## src/design/cms_core_machine_state_regs.vh

```
// constants for the core machine state register block
`ifndef CMS_CORE_MACHINE_STATE_REGS_VH
`define CMS_CORE_MACHINE_STATE_REGS_VH

// ------------------------------------------------------------------
// reset values
// ------------------------------------------------------------------
`define CMS_MSR_RST          32'h0000_0000
`define CMS_CR_RST           32'h0000_0000
`define CMS_XER_RST          32'h0000_0000

// ------------------------------------------------------------------
// machine_state bit positions (bit 0 is the most significant)
// ------------------------------------------------------------------
`define CMS_MSR_SAVE_A       0
`define CMS_MSR_SAVE_B       5
`define CMS_MSR_SAVE_C       9
`define CMS_MSR_LOW_ENERGY   13
`define CMS_MSR_IRQ_ORDER    15
`define CMS_MSR_EXT_IRQ_EN   16
`define CMS_MSR_USER         17
`define CMS_MSR_FLOAT_AVAIL  18
`define CMS_MSR_MCHECK_EN    19
`define CMS_MSR_FEXC_A       20
`define CMS_MSR_STEP_TRACE   21
`define CMS_MSR_BRANCH_TRACE 22
`define CMS_MSR_FEXC_B       23
`define CMS_MSR_VEC_HIGH     25
`define CMS_MSR_FETCH_XLATE  26
`define CMS_MSR_DATA_XLATE   27
`define CMS_MSR_RESTART      30
`define CMS_MSR_BYTE_SWAP    31

// ------------------------------------------------------------------
// fixed_exception_cause bit positions
// ------------------------------------------------------------------
`define CMS_XER_STICKY       0
`define CMS_XER_WRAP         1
`define CMS_XER_SPILL        2
`define CMS_XER_BCNT_LSB     25

// ------------------------------------------------------------------
// special register numbers and decode targets
// ------------------------------------------------------------------
`define CMS_SPR_XER_HI       5'h00
`define CMS_SPR_XER_LO       5'h01
`define CMS_SPR_DPI_HI       5'h13
`define CMS_SPR_DPI_LO       5'h17
`define CMS_VEC_LOW          12'h000
`define CMS_VEC_HIGH         12'hFFF
`define CMS_TRACE_IMPL       1'b1

`define CMS_TGT_NONE         3'h0
`define CMS_TGT_TIMER        3'h1
`define CMS_TGT_CORE_EXT     3'h2
`define CMS_TGT_SIU          3'h3
`define CMS_TGT_IMMU         3'h4
`define CMS_TGT_DMMU         3'h5
`define CMS_TGT_ICACHE       3'h6
`define CMS_TGT_DCACHE       3'h7

`endif

```

## src/design/cms_core_machine_state_regs.v

```verilog
// core machine state, condition flags and exception cause registers with off-core move decode
`timescale 1ns/100ps
`include "cms_core_machine_state_regs.vh"

module cms_core_machine_state_regs (
	// clock and reset
	input  wire        ref_clk,
	input  wire        nrst,
	// special register move request
	input  wire        sprReq,
	input  wire        sprWrite,
	input  wire [4:0]  sprLo,
	input  wire [4:0]  sprHi,
	input  wire [0:31] sprWdata,
	output wire        sprBusy,
	output reg         sprAck,
	output reg  [0:31] sprRdata,
	output reg         emulIrq,
	// internal chip bus toward off-core registers
	output reg         busReq,
	output reg         busWrite,
	output reg  [0:31] busAddr,
	output reg  [0:31] busWdata,
	output reg  [2:0]  busTarget,
	input  wire        busAck,
	input  wire        busErr,
	input  wire [0:31] busRdata,
	// machine_state updates
	input  wire        msrWrEn,
	input  wire [0:31] msrWdata,
	input  wire        irqTake,
	input  wire        rfiTake,
	input  wire [0:2]  rfiBits,
	output reg  [0:2]  savedBits,
	output wire [0:31] machineState,
	// condition_flags updates
	input  wire        crMoveEn,
	input  wire [0:7]  crMoveMask,
	input  wire [0:31] crMoveData,
	input  wire        crLogicEn,
	input  wire [4:0]  crLogicBit,
	input  wire        crLogicVal,
	input  wire        cmpEn,
	input  wire [2:0]  cmpField,
	input  wire [0:3]  cmpResult,
	input  wire        intResultEn,
	input  wire [0:3]  integerResultField,
	input  wire        fpResultEn,
	input  wire [0:3]  floatResultField,
	input  wire        xerCopyEn,
	input  wire [2:0]  xerCopyField,
	output wire [0:31] conditionFlags,
	// fixed_exception_cause updates
	input  wire        wrapUpdEn,
	input  wire        wrapVal,
	input  wire        spillUpdEn,
	input  wire        spillVal,
	output wire [0:31] fixedExceptionCause,
	// instruction and interrupt qualification
	input  wire        extIrqReq,
	input  wire        decIrqReq,
	input  wire        mcheckReq,
	input  wire        privInstr,
	input  wire        fpInstr,
	output wire        extIrqAccept,
	output wire        decIrqAccept,
	output wire        mcheckAccept,
	output wire        privFault,
	output wire        fpFault,
	// decoded machine state controls
	output wire        lowPowerMode,
	output wire [1:0]  floatExcMode,
	output wire        stepTraceEn,
	output wire        branchTraceEn,
	output wire [11:0] vectorPrefix,
	output wire        fetchTranslate,
	output wire        dataTranslate,
	output wire        irqRecoverable,
	output wire        littleEndian
);

	// ------------------------------------------------------------------
	// states and decode
	// ------------------------------------------------------------------
	localparam [1:0] ST_IDLE = 2'h0;
	localparam [1:0] ST_BUS  = 2'h1;

	// masks follow the encoding table, high number bits first
	function [2:0] decodeTarget;
		input [4:0] hi;
		input [4:0] lo;
		begin
			if ((hi & 5'h10) == 5'h00)
				decodeTarget = `CMS_TGT_TIMER;
			else if (hi == 5'h13 && (lo & 5'h08) == 5'h00)
				decodeTarget = `CMS_TGT_SIU;
			else if ((hi & 5'h1E) == 5'h18 && (lo & 5'h08) == 5'h00)
				decodeTarget = `CMS_TGT_IMMU;
			else if ((hi & 5'h1E) == 5'h18)
				decodeTarget = `CMS_TGT_DMMU;
			else if (hi == 5'h11 && (lo & 5'h0C) == 5'h00)
				decodeTarget = `CMS_TGT_ICACHE;
			else if (hi == 5'h11 && (lo & 5'h0C) == 5'h08)
				decodeTarget = `CMS_TGT_DCACHE;
			else if ((hi & 5'h1C) == 5'h10 || (hi & 5'h1C) == 5'h18)
				decodeTarget = `CMS_TGT_CORE_EXT;
			else
				decodeTarget = `CMS_TGT_NONE;
		end
	endfunction

	// exact special register number match, shared by the local registers
	function sprMatch;
		input [4:0] hi;
		input [4:0] lo;
		input [4:0] wantHi;
		input [4:0] wantLo;
		begin
			sprMatch = (hi == wantHi) && (lo == wantLo);
		end
	endfunction

	// ------------------------------------------------------------------
	// registers
	// ------------------------------------------------------------------
	reg  [0:31] msr_q;
	reg  [0:31] msr_d;
	reg  [0:31] cr_q;
	reg  [0:31] cr_d;
	reg  [0:31] xer_q;
	reg  [0:31] xer_d;
	reg  [1:0]  state_q;

	wire [2:0]  reqTarget;
	wire        isXer;
	wire        isDebugInstr;
	wire        xerMove;
	wire        localReq;

	assign reqTarget    = decodeTarget(sprHi, sprLo);
	assign isXer        = sprMatch(sprHi, sprLo, `CMS_SPR_XER_HI, `CMS_SPR_XER_LO);
	assign isDebugInstr = sprMatch(sprHi, sprLo, `CMS_SPR_DPI_HI, `CMS_SPR_DPI_LO);
	assign localReq     = isXer || isDebugInstr;
	assign xerMove      = sprReq && (state_q == ST_IDLE) && isXer && sprWrite;
	assign sprBusy      = (state_q != ST_IDLE);

	// ------------------------------------------------------------------
	// special register move sequencer
	// ------------------------------------------------------------------
	always @(posedge ref_clk or negedge nrst) begin
		if (!nrst) begin
			state_q   <= ST_IDLE;
			sprAck    <= 1'b0;
			sprRdata  <= 32'h0000_0000;
			emulIrq   <= 1'b0;
			busReq    <= 1'b0;
			busWrite  <= 1'b0;
			busAddr   <= 32'h0000_0000;
			busWdata  <= 32'h0000_0000;
			busTarget <= `CMS_TGT_NONE;
		end else begin
			sprAck  <= 1'b0;
			emulIrq <= 1'b0;
			case (state_q)
				ST_IDLE: begin
					if (sprReq && localReq) begin
						sprAck <= 1'b1;
						// undefined read value is driven as zero
						if (isDebugInstr)
							sprRdata <= 32'h0000_0000;
						else
							sprRdata <= xer_q;
					end else if (sprReq && reqTarget == `CMS_TGT_NONE) begin
						sprAck  <= 1'b1;
						emulIrq <= 1'b1;
					end else if (sprReq) begin
						state_q   <= ST_BUS;
						busReq    <= 1'b1;
						busWrite  <= sprWrite;
						busAddr   <= {18'h0_0000, sprLo, sprHi, 4'h0};
						busWdata  <= sprWdata;
						busTarget <= reqTarget;
					end
				end
				ST_BUS: begin
					if (busErr) begin
						state_q <= ST_IDLE;
						busReq  <= 1'b0;
						sprAck  <= 1'b1;
						emulIrq <= 1'b1;
					end else if (busAck) begin
						state_q  <= ST_IDLE;
						busReq   <= 1'b0;
						sprAck   <= 1'b1;
						sprRdata <= busWrite ? sprRdata : busRdata;
					end
				end
				default: begin
					state_q <= ST_IDLE;
					busReq  <= 1'b0;
				end
			endcase
		end
	end

	// ------------------------------------------------------------------
	// machine state
	// ------------------------------------------------------------------
	// a whole-word write keeps reserved bits as written
	always @* begin
		msr_d = msr_q;
		if (msrWrEn)
			msr_d = msrWdata;
		if (rfiTake) begin
			msr_d[`CMS_MSR_SAVE_A] = rfiBits[0];
			msr_d[`CMS_MSR_SAVE_B] = rfiBits[1];
			msr_d[`CMS_MSR_SAVE_C] = rfiBits[2];
		end
		if (irqTake)
			msr_d[`CMS_MSR_BYTE_SWAP] = msr_q[`CMS_MSR_IRQ_ORDER];
	end

	always @(posedge ref_clk or negedge nrst) begin
		if (!nrst) begin
			msr_q     <= `CMS_MSR_RST;
			savedBits <= 3'h0;
		end else begin
			msr_q <= msr_d;
			if (irqTake)
				savedBits <= {msr_q[`CMS_MSR_SAVE_A], msr_q[`CMS_MSR_SAVE_B],
					msr_q[`CMS_MSR_SAVE_C]};
		end
	end

	// ------------------------------------------------------------------
	// condition flags
	// ------------------------------------------------------------------
	// one lane per field picks the moved or the held nibble
	wire [0:31] crMoveMerged;

	genvar g;
	generate
		for (g = 0; g < 8; g = g + 1) begin : gFieldMove
			assign crMoveMerged[4*g +: 4] = crMoveMask[g] ?
				crMoveData[4*g +: 4] : cr_q[4*g +: 4];
		end
	endgenerate

	// later writers win; the pipeline issues one writer per field per cycle
	always @* begin
		cr_d = cr_q;
		if (crMoveEn)
			cr_d = crMoveMerged;
		if (crLogicEn)
			cr_d[crLogicBit] = crLogicVal;
		if (cmpEn)
			cr_d[4*cmpField +: 4] = cmpResult;
		if (intResultEn)
			cr_d[0:3] = integerResultField;
		if (fpResultEn)
			cr_d[4:7] = floatResultField;
		if (xerCopyEn)
			cr_d[4*xerCopyField +: 4] = xer_q[0:3];
	end

	// ------------------------------------------------------------------
	// fixed exception cause
	// ------------------------------------------------------------------
	always @* begin
		xer_d = xer_q;
		if (xerMove)
			xer_d = {sprWdata[0:2], 22'h00_0000, sprWdata[`CMS_XER_BCNT_LSB:31]};
		if (xerCopyEn) begin
			xer_d[`CMS_XER_STICKY] = 1'b0;
			xer_d[`CMS_XER_WRAP]   = 1'b0;
			xer_d[`CMS_XER_SPILL]  = 1'b0;
		end
		if (spillUpdEn)
			xer_d[`CMS_XER_SPILL] = spillVal;
		if (wrapUpdEn) begin
			xer_d[`CMS_XER_WRAP] = wrapVal;
			// set beats a same-cycle clear so an overflow is never lost
			if (wrapVal)
				xer_d[`CMS_XER_STICKY] = 1'b1;
		end
	end

	always @(posedge ref_clk or negedge nrst) begin
		if (!nrst) begin
			cr_q  <= `CMS_CR_RST;
			xer_q <= `CMS_XER_RST;
		end else begin
			cr_q  <= cr_d;
			xer_q <= xer_d;
		end
	end

	// ------------------------------------------------------------------
	// decoded controls
	// ------------------------------------------------------------------
	assign machineState        = msr_q;
	assign conditionFlags      = cr_q;
	assign fixedExceptionCause = xer_q;

	assign lowPowerMode   = msr_q[`CMS_MSR_LOW_ENERGY];
	assign extIrqAccept   = extIrqReq & msr_q[`CMS_MSR_EXT_IRQ_EN];
	assign decIrqAccept   = decIrqReq & msr_q[`CMS_MSR_EXT_IRQ_EN];
	assign privFault      = privInstr & msr_q[`CMS_MSR_USER];
	assign fpFault        = fpInstr & ~msr_q[`CMS_MSR_FLOAT_AVAIL];
	assign mcheckAccept   = mcheckReq & msr_q[`CMS_MSR_MCHECK_EN];
	assign floatExcMode   = {msr_q[`CMS_MSR_FEXC_A], msr_q[`CMS_MSR_FEXC_B]};
	// without trace support both bits are plain stored bits
	assign stepTraceEn    = `CMS_TRACE_IMPL & msr_q[`CMS_MSR_STEP_TRACE];
	assign branchTraceEn  = `CMS_TRACE_IMPL & msr_q[`CMS_MSR_BRANCH_TRACE];
	assign vectorPrefix   = msr_q[`CMS_MSR_VEC_HIGH] ? `CMS_VEC_HIGH : `CMS_VEC_LOW;
	assign fetchTranslate = msr_q[`CMS_MSR_FETCH_XLATE];
	assign dataTranslate  = msr_q[`CMS_MSR_DATA_XLATE];
	assign irqRecoverable = msr_q[`CMS_MSR_RESTART];
	assign littleEndian   = msr_q[`CMS_MSR_BYTE_SWAP];

endmodule

```

## config.mk

```make
export PLATFORM = sky130hd
export DESIGN_NAME = cms_core_machine_state_regs
export DESIGN_NICKNAME = d
export VERILOG_FILES = /design/src/design/cms_core_machine_state_regs.v
export VERILOG_INCLUDE_DIRS = /design/src /design/src/design
export SDC_FILE = /design/constraint.sdc
export NUM_CORES = 1
export LEC_CHECK = 0
export ABC_AREA = 1
export BUFFER_PORTS_ARGS = -buffer_cell sky130_fd_sc_hd__buf_2
export CAP_MARGIN = 10
export CORE_AREA = 2 2 168 170
export CTS_CLUSTER_SIZE = 24
export DETAILED_ROUTE_END_ITERATION = 12
export DIE_AREA = 0 0 170 172
export SYNTH_ARGS = -nofsm -noshare
export SYNTH_HDL_FRONTEND = slang
export SYNTH_SLANG_ARGS = --single-unit
```

## constraint.sdc

```tcl
create_clock -name ref_clk -period 3.26 [get_ports ref_clk]
set_clock_uncertainty 0.15 [all_clocks]
set_input_delay 0.326 -clock ref_clk [delete_from_list [all_inputs] [get_ports ref_clk]]
set_output_delay 0.326 -clock ref_clk [all_outputs]
set_load 0.005 [all_outputs]
```

==> results of run 1 <==
-- cells in the mapped netlist (all sizes together) --
cell type  instances  area (µm²)
a21boi             1       7.510
nand2            405        1525
o211ai            12       90.09
a211oi             1       7.510
nand3b             1       7.510
clkinv             3       11.26
a21oi             28       140.1
a22oi              3       22.52
nor2              61       229.0
buf               91       656.9
a31oi             11       68.82
o22ai              2       12.51
clkbuf            19       71.32
nand3            189       945.9
o21ai             58       290.3
dfrtp            158        3954
nor3               5       30.03
inv               86       322.8
nand4              1       6.260
conb               1       3.750
-- path summary, 6_finish.rpt --
check	startpoint	to	cells past startpoint
setup / recovery	busReq	fixedExceptionCause[2]	6
hold / removal	sprWdata[28]	busWdata[28]	3
setup reg to reg	busReq	fixedExceptionCause[2]	6
hold reg to reg	busAddr[22]	busAddr[22]	2
max in group asynchronous	nrst	conditionFlags[30]	3
min in group asynchronous	nrst	sprRdata[16]	2
-- where the power goes --
part           leakage, µW  switching [µW]  internal, µW  total (µW)
Clock             0.000275             924          1030        1950
Combinational      0.00442            1170           934        2100
Sequential         0.00195             368          2540        2900
-- metrics by stage --
stage	instance area [µm²]	std cells	util (%)	hold WS, ns	worst slack (ns)
detailed placement	10270	1805	37.38	0.1834	0.8150
floorplan	8564	1179	-	-0.1196	1.731
global route	11690	1922	42.53	0.007006	0.5098
CTS	11690	1922	42.53	0.0009990	0.7856
global placement	10270	1805	37.38	0.1805	0.8821
finish	11690	1922	42.53	0.02206	0.8229
-- per-layer routing --
metal | routed length (µm) | vias to the layer above | track usage [%] | share of wire, %
met5 | 0 | - | 0 | 0
met4 | 749 | 0 | 6.466 | 2.5
met3 | 2397 | 45 | 5.264 | 7.9
met2 | 14970 | 365 | 34.82 | 49
met1 | 12210 | 4120 | 24.06 | 40
li1 | - | 4401 | - | -
-- final cells by class --
type | instances | area, µm²
fill | 2812 | 15790
sequential | 158 | 3954
multi-input combinational | 822 | 3556
timing repair buffer | 475 | 2844
clock buffer | 19 | 442.9
tap | 346 | 432.9
inverter | 89 | 334.1
clock inverter | 13 | 122.6
-- kinds of logic after synthesis --
logic type | synth area share [%]
flops | 47.05
compound gates | 7.609
buf+inv | 12.64
other cells | 0.04463
simple gates | 32.65
-- registers in the layout, summed over array words and instances, names as in the netlist --
name,flops
busTarget,3
conditionFlags,32
busWdata,32
emulIrq,1
busAddr,10
machineState,32
sprAck,1
busReq,1
savedBits,3
busWrite,1
sprRdata,32
fixedExceptionCause,10
-- layout by cell type, fill, tap and decap left out, types with 6 or more instances in the layout --
master,instances
a21oi_1,28
clkbuf_16,17
nand3_1,189
inv_6,6
conb_1,44
a31oi_1,11
buf_4,8
dlygate4sd3_1,85
o21ai_0,58
nor2_1,60
dfrtp_1,158
o211ai_1,12
inv_1,86
nand2_1,403
buf_2,380
-- timing repair --
item / 4_1_cts / 5_1_grt
resized for setup: 0 / 0
buffers inserted: 0 / 0
hold buffers: 85 / 0
endpoints found under the hold margin: 136 / 0
-- critical path, delay by kind of cell (launching register included) --
| family | cells | cell delay [ns] |
|---|---|---|
| DFF | 1 | 0.57 |
| and+or+nand+nor | 4 | 0.88 |
| buffers and inverters | 1 | 0.35 |
| AOI/OAI and AO/OA | 1 | 0.37 |
==> flow_summary.ini, run 1 <==
[run_status]
outcome = completed

[grt]
grt_pass1_vias = 8418
gr-total-overflow = 0
antenna_found_initial = 0
track_usage_pct = 19.97
grt_pass1_wl_mm = 45.35
grt_start_max_net_pins = 66

[pwr]
powerDensity_nw_per_um2 = 595.6
ir_worst_vdd_mv = 0.2835
p_leak_uw = 0.006645
p_total_uw = 6960

[drt]
drt_iter0_drc = 705
via_per_inst = 4.647
num_vias = 8931
drc = 0
drt_pass1_iterations = 5
wirelength_mm = 30.33
ant_nets = 0
avgRoutedWirePerCell_um = 15.78

[timing]
period_needed_ns = 2.437
fin_crit_sh_pct = 74.76
hold_viol = 0
fmax_ghz = 0.4103
finalSetupViolations = 0
report.final.slew_viol_count = 0
relSlewSlack_pct = 38.41
max_slew.worst_pin.slew_ns = 0.9229
fin_setup_tns_ns = 0
rsz0062_at_grt = false

[critical_path]
crit_chain = inv_1 -> nand2_1 -> nor2_1 -> nand3_1 -> o211ai_1 -> nand2_1
cp_slowest_cell = dfrtp_1
end_kind = register
critPathKind = reg -> reg
critPathMaxStageDelay_ns = 0.57
cp.required_ns = 3.40
crit_top_cell = nand2_1
critPathMaxFanout = 19
critPathLaunchType = register
ff2ff_setup_slack_ns = 0.82
cp.arrival_ns = 2.58

[place]
place.gp.congestion = 0.8843
post-dp-hpwl_mm = 22.18
port_buffers = 381

[floorplanning]
io_pins = 426
row_count = 61
coreArea_um2 = 27480
initial_core_util_pct = 30.58
dieArea_um2 = 29240
die_width_um = 170
fp.dieH_um = 172

[final_layout]
nets = 1760
layout-drive-gt1-share_pct = 26.97
n_antenna_cell = 0
area_delta_synth_final_pct = 39.07

[clock_network]
clk_latency_ns = 0.42
cts_max_path_buffers = 2
numCtsBuffers = 17
path_clk_slew_ns = 0.07
cts_tree = yes
root_buffer = clkbuf_16
cts-htree-levels = 4
numClockSinks = 158

[synth]
ys_seq_area_share_pct = 47.05
ys.warnings.count = 0
synthCells = 1136
synth.avg_cell_area_um2 = 7.397
syn_area_um2 = 8403
yosys.cell_types.count = 25
ys_ff_latch = 158

[hold_path]
hold_path_class = in -> reg

[job]
drv_cap = 0
No activity file was read; power rests on OpenSTA's default activity.
==> run 2: changes to the inputs <==
--- a/config.mk
+++ b/config.mk
@@ -6,13 +6,13 @@
 export SDC_FILE = /design/constraint.sdc
 export NUM_CORES = 1
 export LEC_CHECK = 0
-export ABC_AREA = 1
+export ABC_AREA = 0
 export BUFFER_PORTS_ARGS = -buffer_cell sky130_fd_sc_hd__buf_2
 export CAP_MARGIN = 10
-export CORE_AREA = 2 2 168 170
+export CORE_AREA = 2 2 164 166
 export CTS_CLUSTER_SIZE = 24
 export DETAILED_ROUTE_END_ITERATION = 12
-export DIE_AREA = 0 0 170 172
+export DIE_AREA = 0 0 166 168
 export SYNTH_ARGS = -nofsm -noshare
 export SYNTH_HDL_FRONTEND = slang
 export SYNTH_SLANG_ARGS = --single-unit
==> constraint.sdc (replaced) <==
create_clock -name ref_clk -period 2.39 [get_ports ref_clk]
set_clock_uncertainty 0.15 [all_clocks]
set_input_delay 0.239 -clock ref_clk [delete_from_list [all_inputs] [get_ports ref_clk]]
set_output_delay 0.239 -clock ref_clk [all_outputs]
set_load 0.005 [all_outputs]
==> flow_summary.ini, run 2 <==
[pwr]
p_sw_share_pct = 30.65
p_switching_uw = 2612
powerDensity_nw_per_um2 = 700.0
internal_power_uw = 5909
power_frac_seq_pct = 40.8
p_leak_uw = 0.006178
ir_worst_vdd_mv = 0.3547
power_frac_comb_pct = 24.9
pwr-share-clk_pct = 34.2

[timing]
fmax_ghz = 0.4436
max_slew.worst_pin.slew_ns = 0.7415
period_needed_ns = 2.254
finalSetupViolations = 0
rsz0062_at_grt = false
fin_setup_tns_ns = 0
finalWorstSetupSlack_ns = 0.1355
hold_viol = 0
relSlewSlack_pct = 50.57
fin_crit_sh_pct = 94.33
report.final.slew_viol_count = 0

[synth]
ys.warnings.count = 0
synth_top_family_by_area = multiplexers
synth.area.mux_share_pct = 17.44
synth.avg_cell_area_um2 = 11.18
ys_seq_area_share_pct = 47.84
ys_ff_latch = 158
synth_commonest_cells = 158 x dfrtp_1, 67 x buf_4, 65 x nand2_1, 64 x mux2_2
synth_most_common_cell = dfrtp_1
synthDominantCellAreaShare_pct = 47.84
synth_fa_ha_area_share_pct = 0
synth.largest_area_cell = dfrtp_1
synthXorXnorAreaFrac_pct = 0
synth.area.top_cells = dfrtp_1 48%, mux2_2 8.7%, buf_4 6.1%
synth_ff_type = dfrtp_1
synthArstFlopShare_pct = 100.0
yosys.cell_types.count = 47
synth-edff-count = 0
synthCells = 739
yosys.area_share.simple_pct = 14.35
synth_compound_area_share_pct = 11.45
syn_area_um2 = 8264

[final_layout]
area_delta_synth_final_pct = 47.31
nets = 1409
layout-drive-gt1-share_pct = 44.33
final_cell_mix = 379 x buf_2, 158 x dfrtp_1, 119 x dlygate4sd3_1, 65 x nand2_1, 64 x mux2_2
fillers = 2455
final_common_cell = buf_2

[clock_network]
numCtsBuffers = 17
cts_max_path_buffers = 2
clk_latency_ns = 0.43
path_clk_slew_ns = 0.07
root_buffer = clkbuf_16
cts_tree = yes
cts-htree-levels = 4
numClockSinks = 158

[critical_path]
timing.critical_path.to = busWdata[11]
critPathKind = in -> reg
ff2ff_setup_slack_ns = 0.25
end_kind = register
critPathMaxFanout = 28
worstReg2RegStart = busReq
cp.required_ns = 2.54
critPathLaunchType = input pin
cp.arrival_ns = 2.41
crit_start = sprHi[2]
r2r-end = fixedExceptionCause[0]
reg2reg_depth = 6

[hold_path]
hold_path_class = in -> reg

[drt]
wirelength_mm = 28.70
num_vias = 7649
drt_pass1_iterations = 5
ant_nets = 0
avgRoutedWirePerCell_um = 18.29
via_per_inst = 4.875
drt_iter0_drc = 409
drc = 0

[grt]
track_usage_pct = 19.92
antenna_found_initial = 4
grt_pass1_wl_mm = 43.52
gr-total-overflow = 0
grt_pass1_vias = 7721
grt_start_max_net_pins = 52

[place]
place_ws_ns = 0.2573
post-dp-hpwl_mm = 20.14
place.gp.congestion = 0.8922
port_buffers = 381

[run_status]
outcome = completed

[floorplanning]
row_count = 60
coreArea_um2 = 26350
fp.dieH_um = 168
die_width_um = 166
io_pins = 426
initial_core_util_pct = 31.36
dieArea_um2 = 27890

[job]
drv_cap = 0
[run 2: cell count changes in the layout (fill, tap and decap cells not counted), sizes merged, moves of 32 or more]
| cell | before | now |
|---|---|---|
| inv | 93 | 12 |
| nor2 | 61 | 26 |
| nand2 | 405 | 65 |
| nand3 | 189 | 4 |
| o21ai | 58 | 10 |
| mux2 | 0 | 94 |
| dlygate4sd3 | 85 | 119 |
| a22o | 0 | 32 |
[run 2: layer usage]
| metal | routed length (µm) | GRT usage, % | up-vias |
|---|---|---|---|
| met4 | 818 | 7.410 | 4 |
| met3 | 2403 | 5.501 | 61 |
| met5 | 30 | 0 | - |
| met2 | 13850 | 33.54 | 378 |
| li1 | - | - | 3532 |
| met1 | 11600 | 24.49 | 3674 |
[run 2: cell type report]
class	instances	area, µm²	share of cell area (%)
flip-flops and latches	158	3954	32.48
multi-input cells	505	3782	31.07
repair buffers	524	3341	27.44
well taps	341	426.7	3.505
clock buffers	17	425.4	3.494
clock inverters	15	215.2	1.768
inverters	6	22.52	0.1850
diodes	3	7.507	0.06166
[run 2: power groups by stage]
stage / Sequential, µW / Clock, µW / Combinational (µW)
2_1_floorplan: 3520 / 0 / 984
3_3_place_gp: 3510 / 0 / 1940
3_5_place_dp: 3500 / 0 / 1970
4_1_cts: 3470 / 3010 / 2130
5_1_grt: 3540 / 3110 / 2310
6_report: 3480 / 2920 / 2130
[run 2: repair_timing]
item / in CTS / in global routing
endpoints found under the hold margin: 161 / 1
setup buffers: 0 / 2
resized for setup: 0 / 6
hold buffers: 120 / 1
endpoints found under the setup margin: 0 / 3
[run 2: cell families (layout without fill, tap and decap cells)]
kind of cell / count (synthesis) / after routing
other cells: 1 / 47
buf+inv: 119 / 562
flops: 158 / 158
mux: 121 / 121
compound gates: 125 / 125
simple gates: 215 / 215
[run 2: how the worst min path moves through the flow]
stage | from | endpoint | slack, ns | depth (start not counted)
CTS | busRdata[28] | sprRdata[28] | 0.002 | 3
floorplan | nrst | busAddr[18] | -0.21 | 0
finish | busRdata[28] | sprRdata[28] | 0.02 | 3
global placement | nrst | busAddr[22] | 0.08 | 1
global route | busRdata[31] | sprRdata[31] | 0.02 | 3
detailed placement | nrst | busAddr[24] | 0.09 | 1
[run 2: through the flow]
stage	instances	hold slack (ns)	total power (µW)	cell area, µm²	utilization (%)
6_report	1569	0.01563	8521	12170	46.20
5_1_grt	1568	0.01848	8966	12170	46.19
4_1_cts	1565	0.001757	8606	12130	46.04
3_5_place_dp	1413	0.08996	5476	10290	39.05
3_3_place_gp	1413	0.07802	5454	10290	39.05
2_1_floorplan	782	-0.2066	4502	8426	-
[run 2: critical path, stage by stage]
cell           delay [ns]
dlygate4sd3_1        0.53
clkbuf_4             0.19
and4b_4              0.23
and3_1               0.18
a2111o_2             0.51
buf_12               0.20
mux2_4               0.31
